<file path="config.mk">
export PLATFORM = sky130hd
export DESIGN_NAME = qcp_counters
export DESIGN_NICKNAME = d
export VERILOG_FILES = /design/src/shared/qcp_pkg.sv /design/src/hw/qcp_counters.sv
export SDC_FILE = /design/constraint.sdc
export NUM_CORES = 1
export LEC_CHECK = 0
export ABC_AREA = 1
export BUFFER_PORTS_ARGS = -buffer_cell sky130_fd_sc_hd__buf_2
export CAP_MARGIN = 20
export CORE_AREA = 4 4 160 162
export CTS_BUF_LIST = sky130_fd_sc_hd__clkbuf_4
export DETAILED_ROUTE_END_ITERATION = 12
export DIE_AREA = 0 0 164 166
export HOLD_SLACK_MARGIN = 0.1
export SLEW_MARGIN = 15
export SYNTH_ARGS = -nofsm -noshare
export SYNTH_HDL_FRONTEND = slang
export SYNTH_SLANG_ARGS = --single-unit
export TNS_END_PERCENT = 5
</file>
<file path="constraint.sdc">
create_clock -name i_clk_sys -period 2.65 [get_ports i_clk_sys]
set_input_delay 0.53 -clock i_clk_sys [delete_from_list [all_inputs] [get_ports i_clk_sys]]
set_output_delay 0.53 -clock i_clk_sys [all_outputs]
set_load 0.005 [all_outputs]
</file>
<file path="src/shared/qcp_pkg.sv">
// package for the quad counter / pwm / capture block: register map,
// field layouts, reset values and encodings.
// assumes a 32-bit avalon-mm register bus and one system clock.
package qcp_pkg;

   // ------------------------------------------------------------------
   // register map (byte addresses, one aligned word each)
   // ------------------------------------------------------------------
   localparam int QCP_ADDR_W = 6;
   localparam logic [5:0] QCP_OFF_CNT_A = 6'h00;
   localparam logic [5:0] QCP_OFF_CNT_B = 6'h04;
   localparam logic [5:0] QCP_OFF_CNT_C = 6'h08;
   localparam logic [5:0] QCP_OFF_CNT_D = 6'h0c;
   localparam logic [5:0] QCP_OFF_CFG1 = 6'h10;
   localparam logic [5:0] QCP_OFF_CFG2 = 6'h14;
   localparam logic [5:0] QCP_OFF_RUN = 6'h18;
   localparam logic [5:0] QCP_OFF_PORTB = 6'h1c;
   localparam logic [5:0] QCP_OFF_STAT = 6'h20;

   // ------------------------------------------------------------------
   // reset values
   // ------------------------------------------------------------------
   localparam logic [7:0] QCP_RST_CFG1 = 8'h00;
   localparam logic [7:0] QCP_RST_CFG2 = 8'h00;
   localparam logic [3:0] QCP_RST_RUN = 4'h0;
   localparam logic [1:0] QCP_RST_PORTB = 2'h0;
   localparam logic [7:0] QCP_RST_CNT = 8'h00;

   // ------------------------------------------------------------------
   // encodings
   // ------------------------------------------------------------------
   localparam logic [1:0] QCP_EDGE_OFF = 2'h0;
   localparam logic [1:0] QCP_EDGE_RISE = 2'h1;
   localparam logic [1:0] QCP_EDGE_FALL = 2'h2;
   localparam logic [1:0] QCP_EDGE_BOTH = 2'h3;
   localparam logic [1:0] QCP_SRC_PIN_TWO = 2'h0;
   localparam logic [1:0] QCP_SRC_PIN_THREE = 2'h1;
   localparam logic [1:0] QCP_SRC_TAP_32K = 2'h2;
   localparam logic [1:0] QCP_SRC_TAP_1K = 2'h3;
   localparam logic [1:0] QCP_RES_10 = 2'h0;
   localparam logic [1:0] QCP_RES_12 = 2'h1;
   localparam logic [1:0] QCP_RES_14 = 2'h2;
   localparam logic [1:0] QCP_RES_16 = 2'h3;
   localparam logic [15:0] QCP_MASK_8 = 16'h00ff;
   localparam logic [15:0] QCP_MASK_10 = 16'h03ff;
   localparam logic [15:0] QCP_MASK_12 = 16'h0fff;
   localparam logic [15:0] QCP_MASK_14 = 16'h3fff;
   localparam logic [15:0] QCP_MASK_16 = 16'hffff;

   // ------------------------------------------------------------------
   // field layouts (msb first)
   // ------------------------------------------------------------------
   typedef struct packed {
      logic [1:0] pwm_select;      // bit 7 second pair, bit 6 first pair
      logic [1:0] chain;           // bit 5 second pair, bit 4 first pair
      logic [3:0] count_direction_up; // bit n = counter n (a..d)
   } qcp_cfg1_t;

   typedef struct packed {
      logic [1:0] capture_source_select; // bits 7:6
      logic [1:0] capture_edge_select;   // bits 5:4
      logic [1:0] pwm_width_second_pair; // bits 3:2
      logic [1:0] pwm_width_first_pair;  // bits 1:0
   } qcp_cfg2_t;

   typedef struct packed {
      logic [1:0] capture_pending; // bits 3:2
      logic [1:0] pwm_level;       // bits 1:0
   } qcp_stat_t;

endpackage

</file>
<file path="src/hw/qcp_counters.sv">
// four 8-bit counters, chainable in pairs, with counter, pwm and capture
// modes, behind an avalon-mm slave with one wait state.
// assumes counter clocks, capture sources and pins arrive as levels
// already synchronous to i_clk_sys, and slower than half its rate.
`timescale 1ns/10ps

// What this block does
// - direction bit set counts up, cleared counts down
// - chain bits join a+b and c+d into 16-bit counters
// - chained upper counter follows lower counter's direction bit
// - up mode: at target, irq on falling edge, zero on rising edge
// - down mode: at zero, irq on falling edge, reload on rising edge
// - stop and restart at target or zero may give one extra irq
// - pwm select replaces port b bit 0 or bit 1 with pwm output
// - pwm counters always count down; hardware masks off their direction bit
// - pwm counters raise no interrupts or events
// - pwm counter wraps to 0xff, or to the width mask (0xffff down to 0x03ff) when chained
// - pwm low while count above code, high while at or below
// - unchained pwm always has 8-bit resolution
// - chained pwm width field picks 16, 14, 12 or 10 bits
// - code above resolution maximum keeps pwm output high
// - pwm period is two to the resolution counter clocks
// - capture mode: a/b reads return shadows, irq on shadow update
// - capture counters count either way and wrap circularly
// - capture source: 1k tap, 32k tap, pin three, pin two
// - capture edge: off, rising, falling, both
// - each counter detects capture independently, lagging one or two edges
// - stopped counter holds its value and ignores clock edges
// - counter mode write sets compare and resets or loads count
module qcp_counters (
   input wire logic i_clk_sys,
   input wire logic i_reset_n,
   // avalon-mm slave
   input wire logic [qcp_pkg::QCP_ADDR_W-1:0] i_avs_address,
   input wire logic i_avs_read,
   input wire logic i_avs_write,
   input wire logic [31:0] i_avs_writedata,
   input wire logic [3:0] i_avs_byteenable,
   output logic [31:0] o_avs_readdata,
   output logic o_avs_waitrequest,
   // counter clocks, a..d
   input wire logic [3:0] i_cnt_clk,
   // capture sources
   input wire logic i_port_a_pin_two,
   input wire logic i_port_a_pin_three,
   input wire logic i_tap_32k,
   input wire logic i_tap_1k,
   // port b bits 0 and 1 after pwm override
   output logic [1:0] o_port_b_out,
   // counter_a_irq .. counter_d_irq
   output logic [3:0] o_counter_irq
);
   import qcp_pkg::*;

   // ------------------------------------------------------------------
   // helpers
   // ------------------------------------------------------------------
   function automatic logic [15:0] qcp_step(input logic [15:0] v,
         input logic [15:0] tgt, input logic [15:0] mask,
         input logic up, input logic reload);
      logic [15:0] r;
      r = 16'h0000;
      if (reload) begin
         r = up ? 16'h0000 : tgt;
      end else if (up) begin
         r = (v + 16'h0001) & mask;
      end else begin
         r = (v - 16'h0001) & mask;
      end
      return r;
   endfunction

   function automatic logic qcp_hit(input logic [15:0] v,
         input logic [15:0] tgt, input logic up);
      return up ? (v == tgt) : (v == 16'h0000);
   endfunction

   function automatic logic [15:0] qcp_pwm_mask(input logic [1:0] width);
      logic [15:0] m;
      m = QCP_MASK_16;
      unique case (width)
         QCP_RES_10: m = QCP_MASK_10;
         QCP_RES_12: m = QCP_MASK_12;
         QCP_RES_14: m = QCP_MASK_14;
         QCP_RES_16: m = QCP_MASK_16;
      endcase
      return m;
   endfunction

   // ------------------------------------------------------------------
   // state
   // ------------------------------------------------------------------
   qcp_cfg1_t cfg1_r;
   qcp_cfg2_t cfg2_r;
   logic [3:0] run_r;
   logic [1:0] portb_r;
   logic [7:0] cnt_r [4];
   logic [7:0] cmp_r [4];
   logic [7:0] shadow_r [2];
   logic [1:0] cap_pend_r;
   logic [3:0] clk_prev_r;
   logic src_prev_r;
   logic waitreq_r;
   logic [31:0] rdata_r;
   logic [1:0] port_b_r;
   logic [3:0] irq_r;

   // ------------------------------------------------------------------
   // bus decode
   // ------------------------------------------------------------------
   logic req;
   logic wr_take;
   logic lane0;
   logic cnt_wr;
   logic [1:0] wr_idx;

   // first cycle of a request raises nothing, second ends the wait
   assign req = i_avs_read | i_avs_write;
   assign wr_take = i_avs_write & ~waitreq_r;
   assign lane0 = i_avs_byteenable[0];
   assign cnt_wr = wr_take & lane0 & (i_avs_address[5:4] == 2'b00) &
      (i_avs_address[1:0] == 2'b00);
   assign wr_idx = i_avs_address[3:2];

   // ------------------------------------------------------------------
   // per-counter mode and next values
   // ------------------------------------------------------------------
   logic [3:0] rise;
   logic [3:0] fall;
   logic [3:0] eff_rise;
   logic [3:0] eff_fall;
   logic [3:0] eff_run;
   logic [3:0] up;
   logic [3:0] is_pwm;
   logic [3:0] is_cap;
   logic [3:0] cnt_mode;
   logic [3:0] cnt_irq;
   logic [15:0] single_nxt [4];
   logic [15:0] pair_nxt [2];
   logic [1:0] pwm_lvl;
   logic cap_src;
   logic cap_evt;
   logic [1:0] cap_take;

   assign rise = i_cnt_clk & ~clk_prev_r;
   assign fall = ~i_cnt_clk & clk_prev_r;

   always_comb begin
      logic [15:0] v16;
      logic [15:0] t16;
      logic [15:0] m16;
      logic [15:0] code16;
      logic [15:0] vs;
      logic ch;
      logic pwm_on;
      logic cap_on;
      int lo;
      int hi;
      v16 = 16'h0000;
      t16 = 16'h0000;
      m16 = 16'h0000;
      code16 = 16'h0000;
      vs = 16'h0000;
      ch = 1'b0;
      pwm_on = 1'b0;
      cap_on = 1'b0;
      lo = 0;
      hi = 0;
      eff_rise = '0;
      eff_fall = '0;
      eff_run = '0;
      up = '0;
      is_pwm = '0;
      is_cap = '0;
      cnt_mode = '0;
      cnt_irq = '0;
      pwm_lvl = '0;
      for (int i = 0; i < 4; i++) begin
         single_nxt[i] = 16'h0000;
      end
      for (int p = 0; p < 2; p++) begin
         lo = 2 * p;
         hi = 2 * p + 1;
         ch = cfg1_r.chain[p];
         pwm_on = cfg1_r.pwm_select[p];
         cap_on = (p == 0) && (cfg2_r.capture_edge_select != QCP_EDGE_OFF);
         is_pwm[lo] = pwm_on;
         is_pwm[hi] = pwm_on & ch;
         is_cap[lo] = cap_on & ~pwm_on;
         is_cap[hi] = cap_on & ~(pwm_on & ch);
         up[lo] = cfg1_r.count_direction_up[lo] & ~pwm_on;
         up[hi] = ch ? up[lo] : cfg1_r.count_direction_up[hi];
         // chained upper byte runs off the lower counter's clock and run
         eff_rise[lo] = rise[lo];
         eff_fall[lo] = fall[lo];
         eff_run[lo] = run_r[lo];
         eff_rise[hi] = ch ? rise[lo] : rise[hi];
         eff_fall[hi] = ch ? fall[lo] : fall[hi];
         eff_run[hi] = ch ? run_r[lo] : run_r[hi];
         cnt_mode[lo] = ~is_pwm[lo] & ~is_cap[lo];
         cnt_mode[hi] = ~is_pwm[hi] & ~is_cap[hi];
         // 16-bit view of the pair
         v16 = {cnt_r[hi], cnt_r[lo]};
         t16 = {cmp_r[hi], cmp_r[lo]};
         m16 = is_pwm[lo] ? qcp_pwm_mask(p == 0 ?
            cfg2_r.pwm_width_first_pair :
            cfg2_r.pwm_width_second_pair) : QCP_MASK_16;
         pair_nxt[p] = qcp_step(v16, t16, m16, up[lo],
            cnt_mode[lo] & qcp_hit(v16, t16, up[lo]));
         for (int k = 0; k < 2; k++) begin
            vs = {8'h00, cnt_r[lo + k]};
            single_nxt[lo + k] = qcp_step(vs, {8'h00, cmp_r[lo + k]},
               QCP_MASK_8, up[lo + k], cnt_mode[lo + k] &
               qcp_hit(vs, {8'h00, cmp_r[lo + k]}, up[lo + k]));
            // a restart while parked on the hit value fires once more
            cnt_irq[lo + k] = ~ch & cnt_mode[lo + k] & eff_fall[lo + k] &
               eff_run[lo + k] &
               qcp_hit(vs, {8'h00, cmp_r[lo + k]}, up[lo + k]);
         end
         if (ch) begin
            cnt_irq[lo] = cnt_mode[lo] & eff_fall[lo] & eff_run[lo] &
               qcp_hit(v16, t16, up[lo]);
            cnt_irq[hi] = 1'b0;
         end
         // pwm compare; an out-of-range code leaves the output high
         code16 = ch ? t16 : {8'h00, cmp_r[lo]};
         vs = ch ? (v16 & m16) : {8'h00, cnt_r[lo]};
         pwm_lvl[p] = (vs <= code16);
      end
   end

   // ------------------------------------------------------------------
   // capture condition
   // ------------------------------------------------------------------
   always_comb begin
      cap_src = i_port_a_pin_two;
      unique case (cfg2_r.capture_source_select)
         QCP_SRC_PIN_TWO: cap_src = i_port_a_pin_two;
         QCP_SRC_PIN_THREE: cap_src = i_port_a_pin_three;
         QCP_SRC_TAP_32K: cap_src = i_tap_32k;
         QCP_SRC_TAP_1K: cap_src = i_tap_1k;
      endcase
   end

   always_comb begin
      cap_evt = 1'b0;
      unique case (cfg2_r.capture_edge_select)
         QCP_EDGE_OFF: cap_evt = 1'b0;
         QCP_EDGE_RISE: cap_evt = cap_src & ~src_prev_r;
         QCP_EDGE_FALL: cap_evt = ~cap_src & src_prev_r;
         QCP_EDGE_BOTH: cap_evt = cap_src ^ src_prev_r;
      endcase
   end

   // each counter latches on its own next counting edge
   assign cap_take = cap_pend_r & is_cap[1:0] & eff_rise[1:0] & eff_run[1:0];

   // ------------------------------------------------------------------
   // edge history
   // ------------------------------------------------------------------
   always_ff @(posedge i_clk_sys) begin
      if (!i_reset_n) begin
         clk_prev_r <= 4'h0;
         src_prev_r <= 1'b0;
      end else begin
         clk_prev_r <= i_cnt_clk;
         src_prev_r <= cap_src;
      end
   end

   // ------------------------------------------------------------------
   // configuration registers
   // ------------------------------------------------------------------
   always_ff @(posedge i_clk_sys) begin
      if (!i_reset_n) begin
         cfg1_r <= QCP_RST_CFG1;
         cfg2_r <= QCP_RST_CFG2;
         run_r <= QCP_RST_RUN;
         portb_r <= QCP_RST_PORTB;
      end else if (wr_take && lane0) begin
         unique case (i_avs_address)
            QCP_OFF_CFG1: cfg1_r <= i_avs_writedata[7:0];
            QCP_OFF_CFG2: cfg2_r <= i_avs_writedata[7:0];
            QCP_OFF_RUN: run_r <= i_avs_writedata[3:0];
            QCP_OFF_PORTB: portb_r <= i_avs_writedata[1:0];
            default: ;
         endcase
      end
   end

   // ------------------------------------------------------------------
   // counters and compare values
   // ------------------------------------------------------------------
   always_ff @(posedge i_clk_sys) begin
      if (!i_reset_n) begin
         for (int i = 0; i < 4; i++) begin
            cnt_r[i] <= QCP_RST_CNT;
            cmp_r[i] <= QCP_RST_CNT;
         end
      end else begin
         for (int p = 0; p < 2; p++) begin
            if (cfg1_r.chain[p]) begin
               if (rise[2 * p] && run_r[2 * p]) begin
                  cnt_r[2 * p] <= pair_nxt[p][7:0];
                  cnt_r[2 * p + 1] <= pair_nxt[p][15:8];
               end
            end else begin
               for (int k = 0; k < 2; k++) begin
                  if (rise[2 * p + k] && run_r[2 * p + k]) begin
                     cnt_r[2 * p + k] <= single_nxt[2 * p + k][7:0];
                  end
               end
            end
         end
         // a write wins over a counting edge in the same cycle
         if (cnt_wr) begin
            cmp_r[wr_idx] <= i_avs_writedata[7:0];
            if (cnt_mode[wr_idx]) begin
               cnt_r[wr_idx] <= up[wr_idx] ? 8'h00 : i_avs_writedata[7:0];
            end
         end
      end
   end

   // ------------------------------------------------------------------
   // capture shadows
   // ------------------------------------------------------------------
   always_ff @(posedge i_clk_sys) begin
      if (!i_reset_n) begin
         cap_pend_r <= 2'h0;
         shadow_r[0] <= QCP_RST_CNT;
         shadow_r[1] <= QCP_RST_CNT;
      end else begin
         // a new condition in the taking cycle stays pending
         cap_pend_r <= (cap_pend_r & ~cap_take) | {2{cap_evt}};
         for (int k = 0; k < 2; k++) begin
            if (cap_take[k]) begin
               shadow_r[k] <= cnt_r[k];
            end
         end
      end
   end

   // ------------------------------------------------------------------
   // outputs: irq pulses and port b
   // ------------------------------------------------------------------
   always_ff @(posedge i_clk_sys) begin
      if (!i_reset_n) begin
         irq_r <= 4'h0;
      end else begin
         // pwm counters never reach cnt_irq
         irq_r <= cnt_irq | {2'b00, cap_take};
      end
   end

   always_ff @(posedge i_clk_sys) begin
      if (!i_reset_n) begin
         port_b_r <= QCP_RST_PORTB;
      end else begin
         for (int p = 0; p < 2; p++) begin
            port_b_r[p] <= cfg1_r.pwm_select[p] ? pwm_lvl[p] : portb_r[p];
         end
      end
   end

   // ------------------------------------------------------------------
   // avalon read path and wait state
   // ------------------------------------------------------------------
   always_ff @(posedge i_clk_sys) begin
      if (!i_reset_n) begin
         waitreq_r <= 1'b1;
      end else begin
         waitreq_r <= ~(req & waitreq_r);
      end
   end

   always_ff @(posedge i_clk_sys) begin
      qcp_stat_t st;
      if (!i_reset_n) begin
         rdata_r <= 32'h0000_0000;
      end else if (i_avs_read && waitreq_r) begin
         st.capture_pending = cap_pend_r;
         st.pwm_level = pwm_lvl;
         unique case (i_avs_address)
            QCP_OFF_CNT_A: rdata_r <= {24'h0, is_cap[0] ? shadow_r[0] : cnt_r[0]};
            QCP_OFF_CNT_B: rdata_r <= {24'h0, is_cap[1] ? shadow_r[1] : cnt_r[1]};
            QCP_OFF_CNT_C: rdata_r <= {24'h0, cnt_r[2]};
            QCP_OFF_CNT_D: rdata_r <= {24'h0, cnt_r[3]};
            QCP_OFF_CFG1: rdata_r <= {24'h0, cfg1_r};
            QCP_OFF_CFG2: rdata_r <= {24'h0, cfg2_r};
            QCP_OFF_RUN: rdata_r <= {28'h0, run_r};
            QCP_OFF_PORTB: rdata_r <= {30'h0, portb_r};
            QCP_OFF_STAT: rdata_r <= {28'h0, st};
            default: rdata_r <= 32'h0000_0000;
         endcase
      end
   end

   assign o_avs_readdata = rdata_r;
   assign o_avs_waitrequest = waitreq_r;
   assign o_port_b_out = port_b_r;
   assign o_counter_irq = irq_r;

endmodule

</file>
**Word level (Yosys, flattened, before mapping)**

Memories as Yosys holds them, arrays and structs flattened.
Index checks and enable logic that the tools add are counted.
Widths: inputs -> output; s select.

- Memory bits (writable): 80
- Logic and storage cells: 271
- Register bits: 68
- Output and inout bits: 39
- Memories: 3
- Input bits: 54

Memory list:

| memory | words | width | read ports | clocked after memory_dff | write ports | RTL line | RTL |
|---|---|---|---|---|---|---|---|
| cmp_r | 4 | 8 | 4 | 0 | 4 | qcp_counters.sv:98 | `logic [7:0] cmp_r [4];` |
| cnt_r | 4 | 8 | 4 | 0 | 5 | qcp_counters.sv:97 | `logic [7:0] cnt_r [4];` |
| shadow_r | 2 | 8 | 2 | 0 | 2 | qcp_counters.sv:99 | `logic [7:0] shadow_r [2];` |

- Mux-type cells: 102
- $add $sub $neg: 12
- Eq/ne operators: 26
- Bitwise logic cells: 84
- Reduce and logical (&&, ||, !) cells: 25
- Magnitude comparators: 3

Operators by type and width:

| cell | count |
|---|---|
| $mux 8 | 26 |
| $mux 16 | 12 |
| $pmux 16 s4 | 2 |
| $and 16x16->16 | 6 |
| $pmux 8 s9 | 1 |
| $mux 1 | 54 |
| $and 1x1->1 | 43 |
| $add 16x1->16 const B | 2 |
| $add 8x1->8 const B | 4 |
| $eq 16x16->1 | 2 |
| $eq 8x8->1 | 4 |
| $le 16x16->1 | 2 |
| $logic_not 16->1 | 2 |
| $logic_not 8->1 | 4 |
| $sub 16x1->16 const B | 2 |
| $sub 8x1->8 const B | 4 |
| $eq 6x5->1 const B | 4 |
| $eq 2x2->1 const B | 8 |
| $eq 6x4->1 const B | 2 |
| $logic_not 2->1 | 6 |
| $not 1->1 | 12 |
| $or 1x1->1 | 11 |
| $and 2x2->2 | 4 |
| $and 4x4->4 | 2 |
| 17 further kinds | 33 |

**Logic depth before layout (Yosys ltp)**

Gate-level depths: netlist (run 1).

- Depth in word-level cells: 11
- Depth in mapped cells: 18
- Depth with buffers taken out: 18

**Worst setup path after synthesis (run 1)**

No wires, ideal clock.

- Kind: reg-to-reg
- Start point: register cfg1_r[6] (netlist name)
- End point: memory cnt_r[1][0], data pin
- Cell stages (with the launch flop): 18
- Library setup time: 0.252 ns
- Clock period less this slack: 2.852 ns
- Buffers on the path: 2
- Data required time: 2.398 ns
- Slack: -0.202 ns
- Data arrival time: 2.600 ns
- Cell sequence: dfxtp_1 inv_2 nand2_2 buf_4 clkbuf_1 ha_1 a21oi_1 nand2_1 nand2_1 nand2_1 inv_1 o21ai_0 nand2_1 nand3_1 nand2_1 nand2_1 nand2_1 nand2_1

RTL lines:

| item | RTL line | RTL |
|---|---|---|
| from (decl) | qcp_counters.sv:93 | `qcp_cfg1_t cfg1_r;` |
| from (signal assigned) | qcp_counters.sv:282 | `QCP_OFF_CFG1: cfg1_r <= i_avs_writedata[7:0];` |
| to (decl) | qcp_counters.sv:97 |  |

==> results of run 1 <==
-- worst max-delay path, stage by stage, from the launching register on --
cell and delay (ns):
dfxtp_1 0.37, inv_2 0.05, nand2_2 0.15, nand2_1 0.13, o21ai_4 0.13, inv_4 0.09, fa_1 0.47, inv_1 0.08
nand3_1 0.08, nand2_1 0.08, nand2_1 0.06, nand2_1 0.06, nand2_1 0.05, nand2_1 0.06, xor2_1 0.15, nand2_1 0.07
a21oi_1 0.14, nand2_1 0.06, nand2_1 0.05
-- power breakdown --
group / internal (mW) / switching, mW / total, mW
Clock: 0.498 / 0.858 / 1.36
Combinational: 0.224 / 0.424 / 0.648
Sequential: 2.10 / 0.0583 / 2.16
Total: 2.82 / 1.34 / 4.16
-- cell type report --
| type | instances | area, µm² | area share |
|---|---|---|---|
| Tap cell | 324 | 405.4 | 0.03367 |
| Multi-Input combinational cell | 1226 | 6361 | 0.5283 |
| Timing Repair Buffer | 122 | 832.0 | 0.06910 |
| Inverter | 233 | 877.1 | 0.07284 |
| Clock buffer | 17 | 127.6 | 0.01060 |
| Antenna cell | 1 | 2.502 | 0.0002078 |
| Clock inverter | 15 | 151.4 | 0.01257 |
| Sequential cell | 124 | 3284 | 0.2728 |
-- cells by family (layout without fill, tap and decap cells) --
group                    after synthesis  count (layout)  share of synthesized area
AND/OR/NAND/NOR                      830             830                     0.3252
XOR/XNOR                              30              30                    0.02446
other                                  1              25                  0.0003491
AO/OA/AOI/OAI                        264             264                     0.1377
buffers and inverters                287             387                     0.1130
flip-flops                           124             124                     0.3056
adder cells (fa/ha/maj)               78              78                    0.09365
-- layer usage --
| layer | vias to the layer above | GRT usage | part of all wire |
|---|---|---|---|
| li1 | 5487 | - | - |
| met1 | 5062 | 0.3241 | 0.42 |
| met2 | 315 | 0.4379 | 0.49 |
| met3 | 73 | 0.04393 | 0.052 |
| met4 | 0 | 0.09701 | 0.036 |
| met5 | - | 0 | 0 |
-- metrics by stage --
step                cell area (µm²)  setup WS, ns
detailed placement            11690       0.07043
global placement              11690        0.1007
CTS                           11970       0.02514
global route                  12040      -0.06301
floorplan                     10830       -0.1867
finish                        12040        0.1751
-- Yosys cell counts (14+ instances only) --
cell type,instances,area (µm²)
edfxtp_1,80,2402
buf_4,26,195.2
nand2_1,473,1775
nand4_1,31,193.9
xor2_1,16,140.1
clkbuf_1,16,60.06
nor2_1,158,593.1
ha_1,74,925.9
a21oi_1,119,595.6
inv_1,220,825.8
nor3_1,20,100.1
xnor2_1,14,122.6
nand3_1,113,565.5
o21ai_0,84,420.4
dfxtp_1,44,880.8
-- repair_timing --
action	4_1_cts	5_1_grt
resized for setup	0	11
setup buffers	0	3
hold buffers	0	1
setup endpoints to repair	0	21
endpoints found under the hold margin	0	1
-- state kept, by name, summed over array words and instances (netlist names), 2 cells and up --
signal          count
shadow_r           16
clk_prev_r          4
cnt_r              32
cmp_r              32
cfg2_r              8
o_counter_irq       4
run_r               4
o_avs_readdata      8
cap_pend_r          2
o_port_b_out        2
cfg1_r              8
portb_r             2
-- final timing paths --
check                         start           endpoint  slack [ns]  depth (start not counted)
hold / removal           i_avs_read  o_avs_waitrequest        0.15                          2
setup / recovery          cfg1_r[6]        cnt_r[1][6]        0.18                         18
setup reg to reg          cfg1_r[6]        cnt_r[1][6]        0.18                         18
hold reg to reg   o_avs_waitrequest  o_avs_waitrequest        0.46                          1
==> results.md, run 1 <==
* Predominant post-synthesis flop cell: edfxtp_1
* Total GRT Usage at 0.2569
* Grt total ovfl at 0
* CP Launch Type: flip-flop
* Die Ht at 166 µm
* CTS tree: done
* H-tree depth at 4
* Row cnt at 57
* Total wire length at 35140 µm
* Fillers at approximately 2600
* Largest net degree at the start of global routing at 23
* Routed length per instance at 17.04 µm
* Nets at 1856
* Die ar. at ~27000 µm²
* Max Clock Freq at around 0.40 GHz
* Non-Filler Instances at 2062
* Starting density of the core at 0.4456
* Post-synth ARST share at 0
* Via count at 10940
* RSZ-0062 raised after global routing: true
* DIE WIDTH at between 150 and 200 µm
* Post-DP HPWL at 28550 µm
* Worst hold slack at ~0.15 ns
* Total power at roughly 4.2 mW
* Critical Path Sink Type: flip-flop
* Final worst path period need at 2.475 ns
* Share of layout cells above drive strength 1 at 0.1117
* Initial antenna violation count at 1
* Crit path kind: flip-flop to flip-flop
* Commonest non-fill, non-tap cell in the layout: nand2_1
* VDD IR max at 0.2107 mV
* Cell total after placement at 2025
* Worst slew pin tran at approximately 0.58 ns
* Leakage at 5.981 nW
* Worst-path clk slew at 0.14 ns
* Syn Inst Count at 1614
* Final period utilization at 0.9339
* Clk Latency, worst-skew pair at between 0.5 and 0.6 ns
* Power Density at around 350 nW/µm²
* Core Box Area at 24110 µm²
* Syn Area/Cell at 6.655 µm²
* DRC violation count after routing at 0
* Layout overhead on the synthesized area at 12.10%
* Util after Layout at 0.4995
* PortBufs at 41
* Vias per Instance at 5.304
* Setup tns final at 0 ns
* Critical Path RT at 3.09 ns
* Detailed Route Iter0 Violations at 812
* FF+latch count, synth at between 100 and 150
* Worst EP arrival at 2.91 ns
* Sequential element share of the synthesized area at 0.3056
* Root Buffer: clkbuf_4
* Final setup vio count at 0
* GPL Wtd Cong at 0.9236
* Synthesized area at 10740 µm²
* Slew Limit Fails at 0
* Worst Skew at 0.03465 ns
* Clock sink total at 124
* First-pass GRT wire length at 54630 µm
* Final hold vios at 0
* Worst Hold Class: input pin to flip-flop
* Cts bufs inserted at 17
* Synth unique cells at 50
* Max Root-Sink Buffers at 2
* Syn. warnings at 0
* IO Pins at between 90 and 100
* Max-Cap Viols at 0
* Status: finished clean
* Slew HR at 0.6095
* Commonest cells after routing, fill and taps aside: 473 x nand2_1, 220 x inv_1, 157 x nor2_1, 118 x a21oi_1, 112 x nand3_1
* Post-synth EDFFs at 80
* Critical path fanouts, max at 5
* Vias in the first global route at approximately 10000
* Detailed-router iteration count before antenna repair at 5
* Final ANT Viol Nets at 0
Power figures use the tool's default switching activity.
==> inputs of run 2 (changes only) <==
==> constraint.sdc (replaced) <==
create_clock -name i_clk_sys -period 2.3 [get_ports i_clk_sys]
set_input_delay 0.46 -clock i_clk_sys [delete_from_list [all_inputs] [get_ports i_clk_sys]]
set_output_delay 0.46 -clock i_clk_sys [all_outputs]
set_load 0.005 [all_outputs]
==> run 2 against run 1 <==
  * Core utilization increased by 8.0 points
  * Worst setup slack worse by 0.15 ns
  * Maximum frequency rose by 8.6%
  * Sequential power is 15% higher
  * Clock power grew 37%
  * Critical endpoint is now cnt_r[1][7]
  * Largest cell class unchanged
==> results.md, run 2 (synthesis gave the netlist of run 1 again) <==
* Hold Crit Depth at 3
* Row cnt at 57
* Detailed Route Iter0 Violations at ~1100
* Worst slew pin tran at 0.5817 ns
* H-tree depth at 4
* Max-Cap Viols at 0
* GPL Wtd Cong at 0.9586
* CP Launch Type: flip-flop
* Worst hold slack at 0.1386 ns
* Grt total ovfl at 0
* Area taken by multi-input logic gates at 7218 µm²
* Vias in the first global route at 10860
* Root Buffer: clkbuf_4
* Core Box Area at 24110 µm²
* Clock sink total at 124
* Total GRT Usage at 0.2689
* VDD IR max at around 0.25 mV
* Status: finished clean
* Share of layout cells above drive strength 1 at 0.2437
* IO Pins at 93
* RSZ-0062 raised after global routing: true
* Nets at 1974
* FF+latch area at between 3000 and 4000 µm²
* Commonest non-fill, non-tap cell in the layout: nand2_1
* Critical Path RT at between 2 and 3 ns
* Cts bufs inserted at 17
* Slew Limit Fails at 0
* Via count at 11700
* Commonest cells after routing, fill and taps aside: 437 x nand2_1, 214 x inv_1, 179 x buf_4, 132 x nor2_1, 105 x nand3_1
* Die Ht at 166 µm
* Worst Hold Class: input pin to flip-flop
* Largest net degree at the start of global routing at 22
* Vias per Instance at 5.365
* DRC violation count after routing at 0
* Leakage at just under 7 nW
* PortBufs at 41
* Clk Latency, worst-skew pair at 0.56 ns
* Final period utilization at 0.9909
* CTS tree: done
* Final setup vio count at 0
* FF-to-FF path depth at 14
* Power Density at about 380 nW/µm²
* Max Clock Freq at 0.4388 GHz
* Worst-path clk slew at 0.14 ns
* Final hold vios at 0
* Crit path kind: flip-flop to flip-flop
* Worst Skew at 0.02940 ns
* First-pass GRT wire length at ~57000 µm
* Final WS setup at 0.02097 ns
* Routed length per instance at 17.51 µm
* Layout overhead on the synthesized area at 29.99%
* Detailed-router iteration count before antenna repair at 8
* Starting density of the core at 0.4456
* Critical path fanouts, max at 5
* Post-DP HPWL at 29690 µm
* Final ANT Viol Nets at 0
* Max Root-Sink Buffers at 2
* Post-Place Worst Slack at -0.1395 ns
* DIE WIDTH at 164 µm
* Slew HR at 0.6108
* Biggest regs: cmp_r (32), cnt_r (32), shadow_r (16)
* Fillers at 2370
* Worst EP arrival at 2.62 ns
* Critical Path Sink Type: flip-flop
* Total wire length at 38180 µm
* Final worst path period need at roughly 2.3 ns
* Total power at 5.325 mW
* Die ar. at ~27000 µm²
* Initial antenna violation count at 2
[run 2: cell types whose count changed in the layout (fill, tap and decap cells not counted), sizes merged, moves of 3 or more]
cell | before | now
buf | 121 | 233
dlygate4sd3 | 1 | 5
bufinv | 1 | 4
inv | 239 | 236
[run 2: repair_timing]
item | in CTS | in global routing
buffers inserted | 0 | 25
pin swaps | 2 | 58
cloned | 0 | 2
gates resized for setup | 28 | 179
endpoints found under the hold margin | 5 | 0
hold buffers | 5 | 0
setup endpoints to repair | 38 | 57
[run 2: final cells by class]
class                           count  share of cell area
Timing Repair inverter              1           0.0004480
Inverter                          233             0.06335
Clock inverter                     14             0.01470
Tap cell                          324             0.02903
Sequential cell                   124              0.2356
Clock buffer                       18            0.009677
Antenna cell                        1           0.0001792
Multi-Input combinational cell   1226              0.5169
Timing Repair Buffer              239              0.1301
[run 2: worst paths after layout]
kind / start / to / slack [ns]
worst min register to register: clk_prev_r[3] / o_counter_irq[3] / 0.46
worst min-delay path: i_cnt_clk[1] / clk_prev_r[1] / 0.14
worst max-delay path: cfg1_r[6] / cnt_r[1][7] / 0.02
worst max register to register: cfg1_r[6] / cnt_r[1][7] / 0.02
[run 2: power breakdown]
part           internal [mW]  total, mW  switching (mW)  leakage [nW]
registers               2.42       2.48          0.0594          1.18
clock network          0.901       1.87           0.971         0.180
logic                  0.398      0.976           0.578          5.36
[run 2: worst max-delay path: stages, from the launching register on]
cell and delay, ns:
dfxtp_2 0.35, inv_2 0.07, nand2_4 0.10, nand2_4 0.08
o21ai_4 0.09, ha_1 0.36, a21oi_1 0.20, nand2_2 0.11
nand4_1 0.08, nand3_1 0.10, or2_2 0.28, nand3_1 0.08
nand2_1 0.06, nand3_1 0.06, nand2_1 0.06
[run 2: stage by stage]
step	util	TNS (ns)	cell area, µm²	std cells
CTS	0.5353	-0.01004	12900	2152
floorplan	-	-0.07965	10860	1637
finish	0.5793	0	13960	2180
detailed placement	0.5135	-1.328	12380	2115
global route	0.5793	-1.811	13960	2180
global placement	0.5135	-0.6806	12380	2115
[run 2: layer usage]
layer | up-vias | GRT usage | share of wire
met5 | - | 0 | 0.00037
met4 | 2 | 0.09373 | 0.039
met3 | 102 | 0.03500 | 0.059
met2 | 445 | 0.4699 | 0.50
met1 | 5422 | 0.3394 | 0.40
li1 | 5725 | - | -
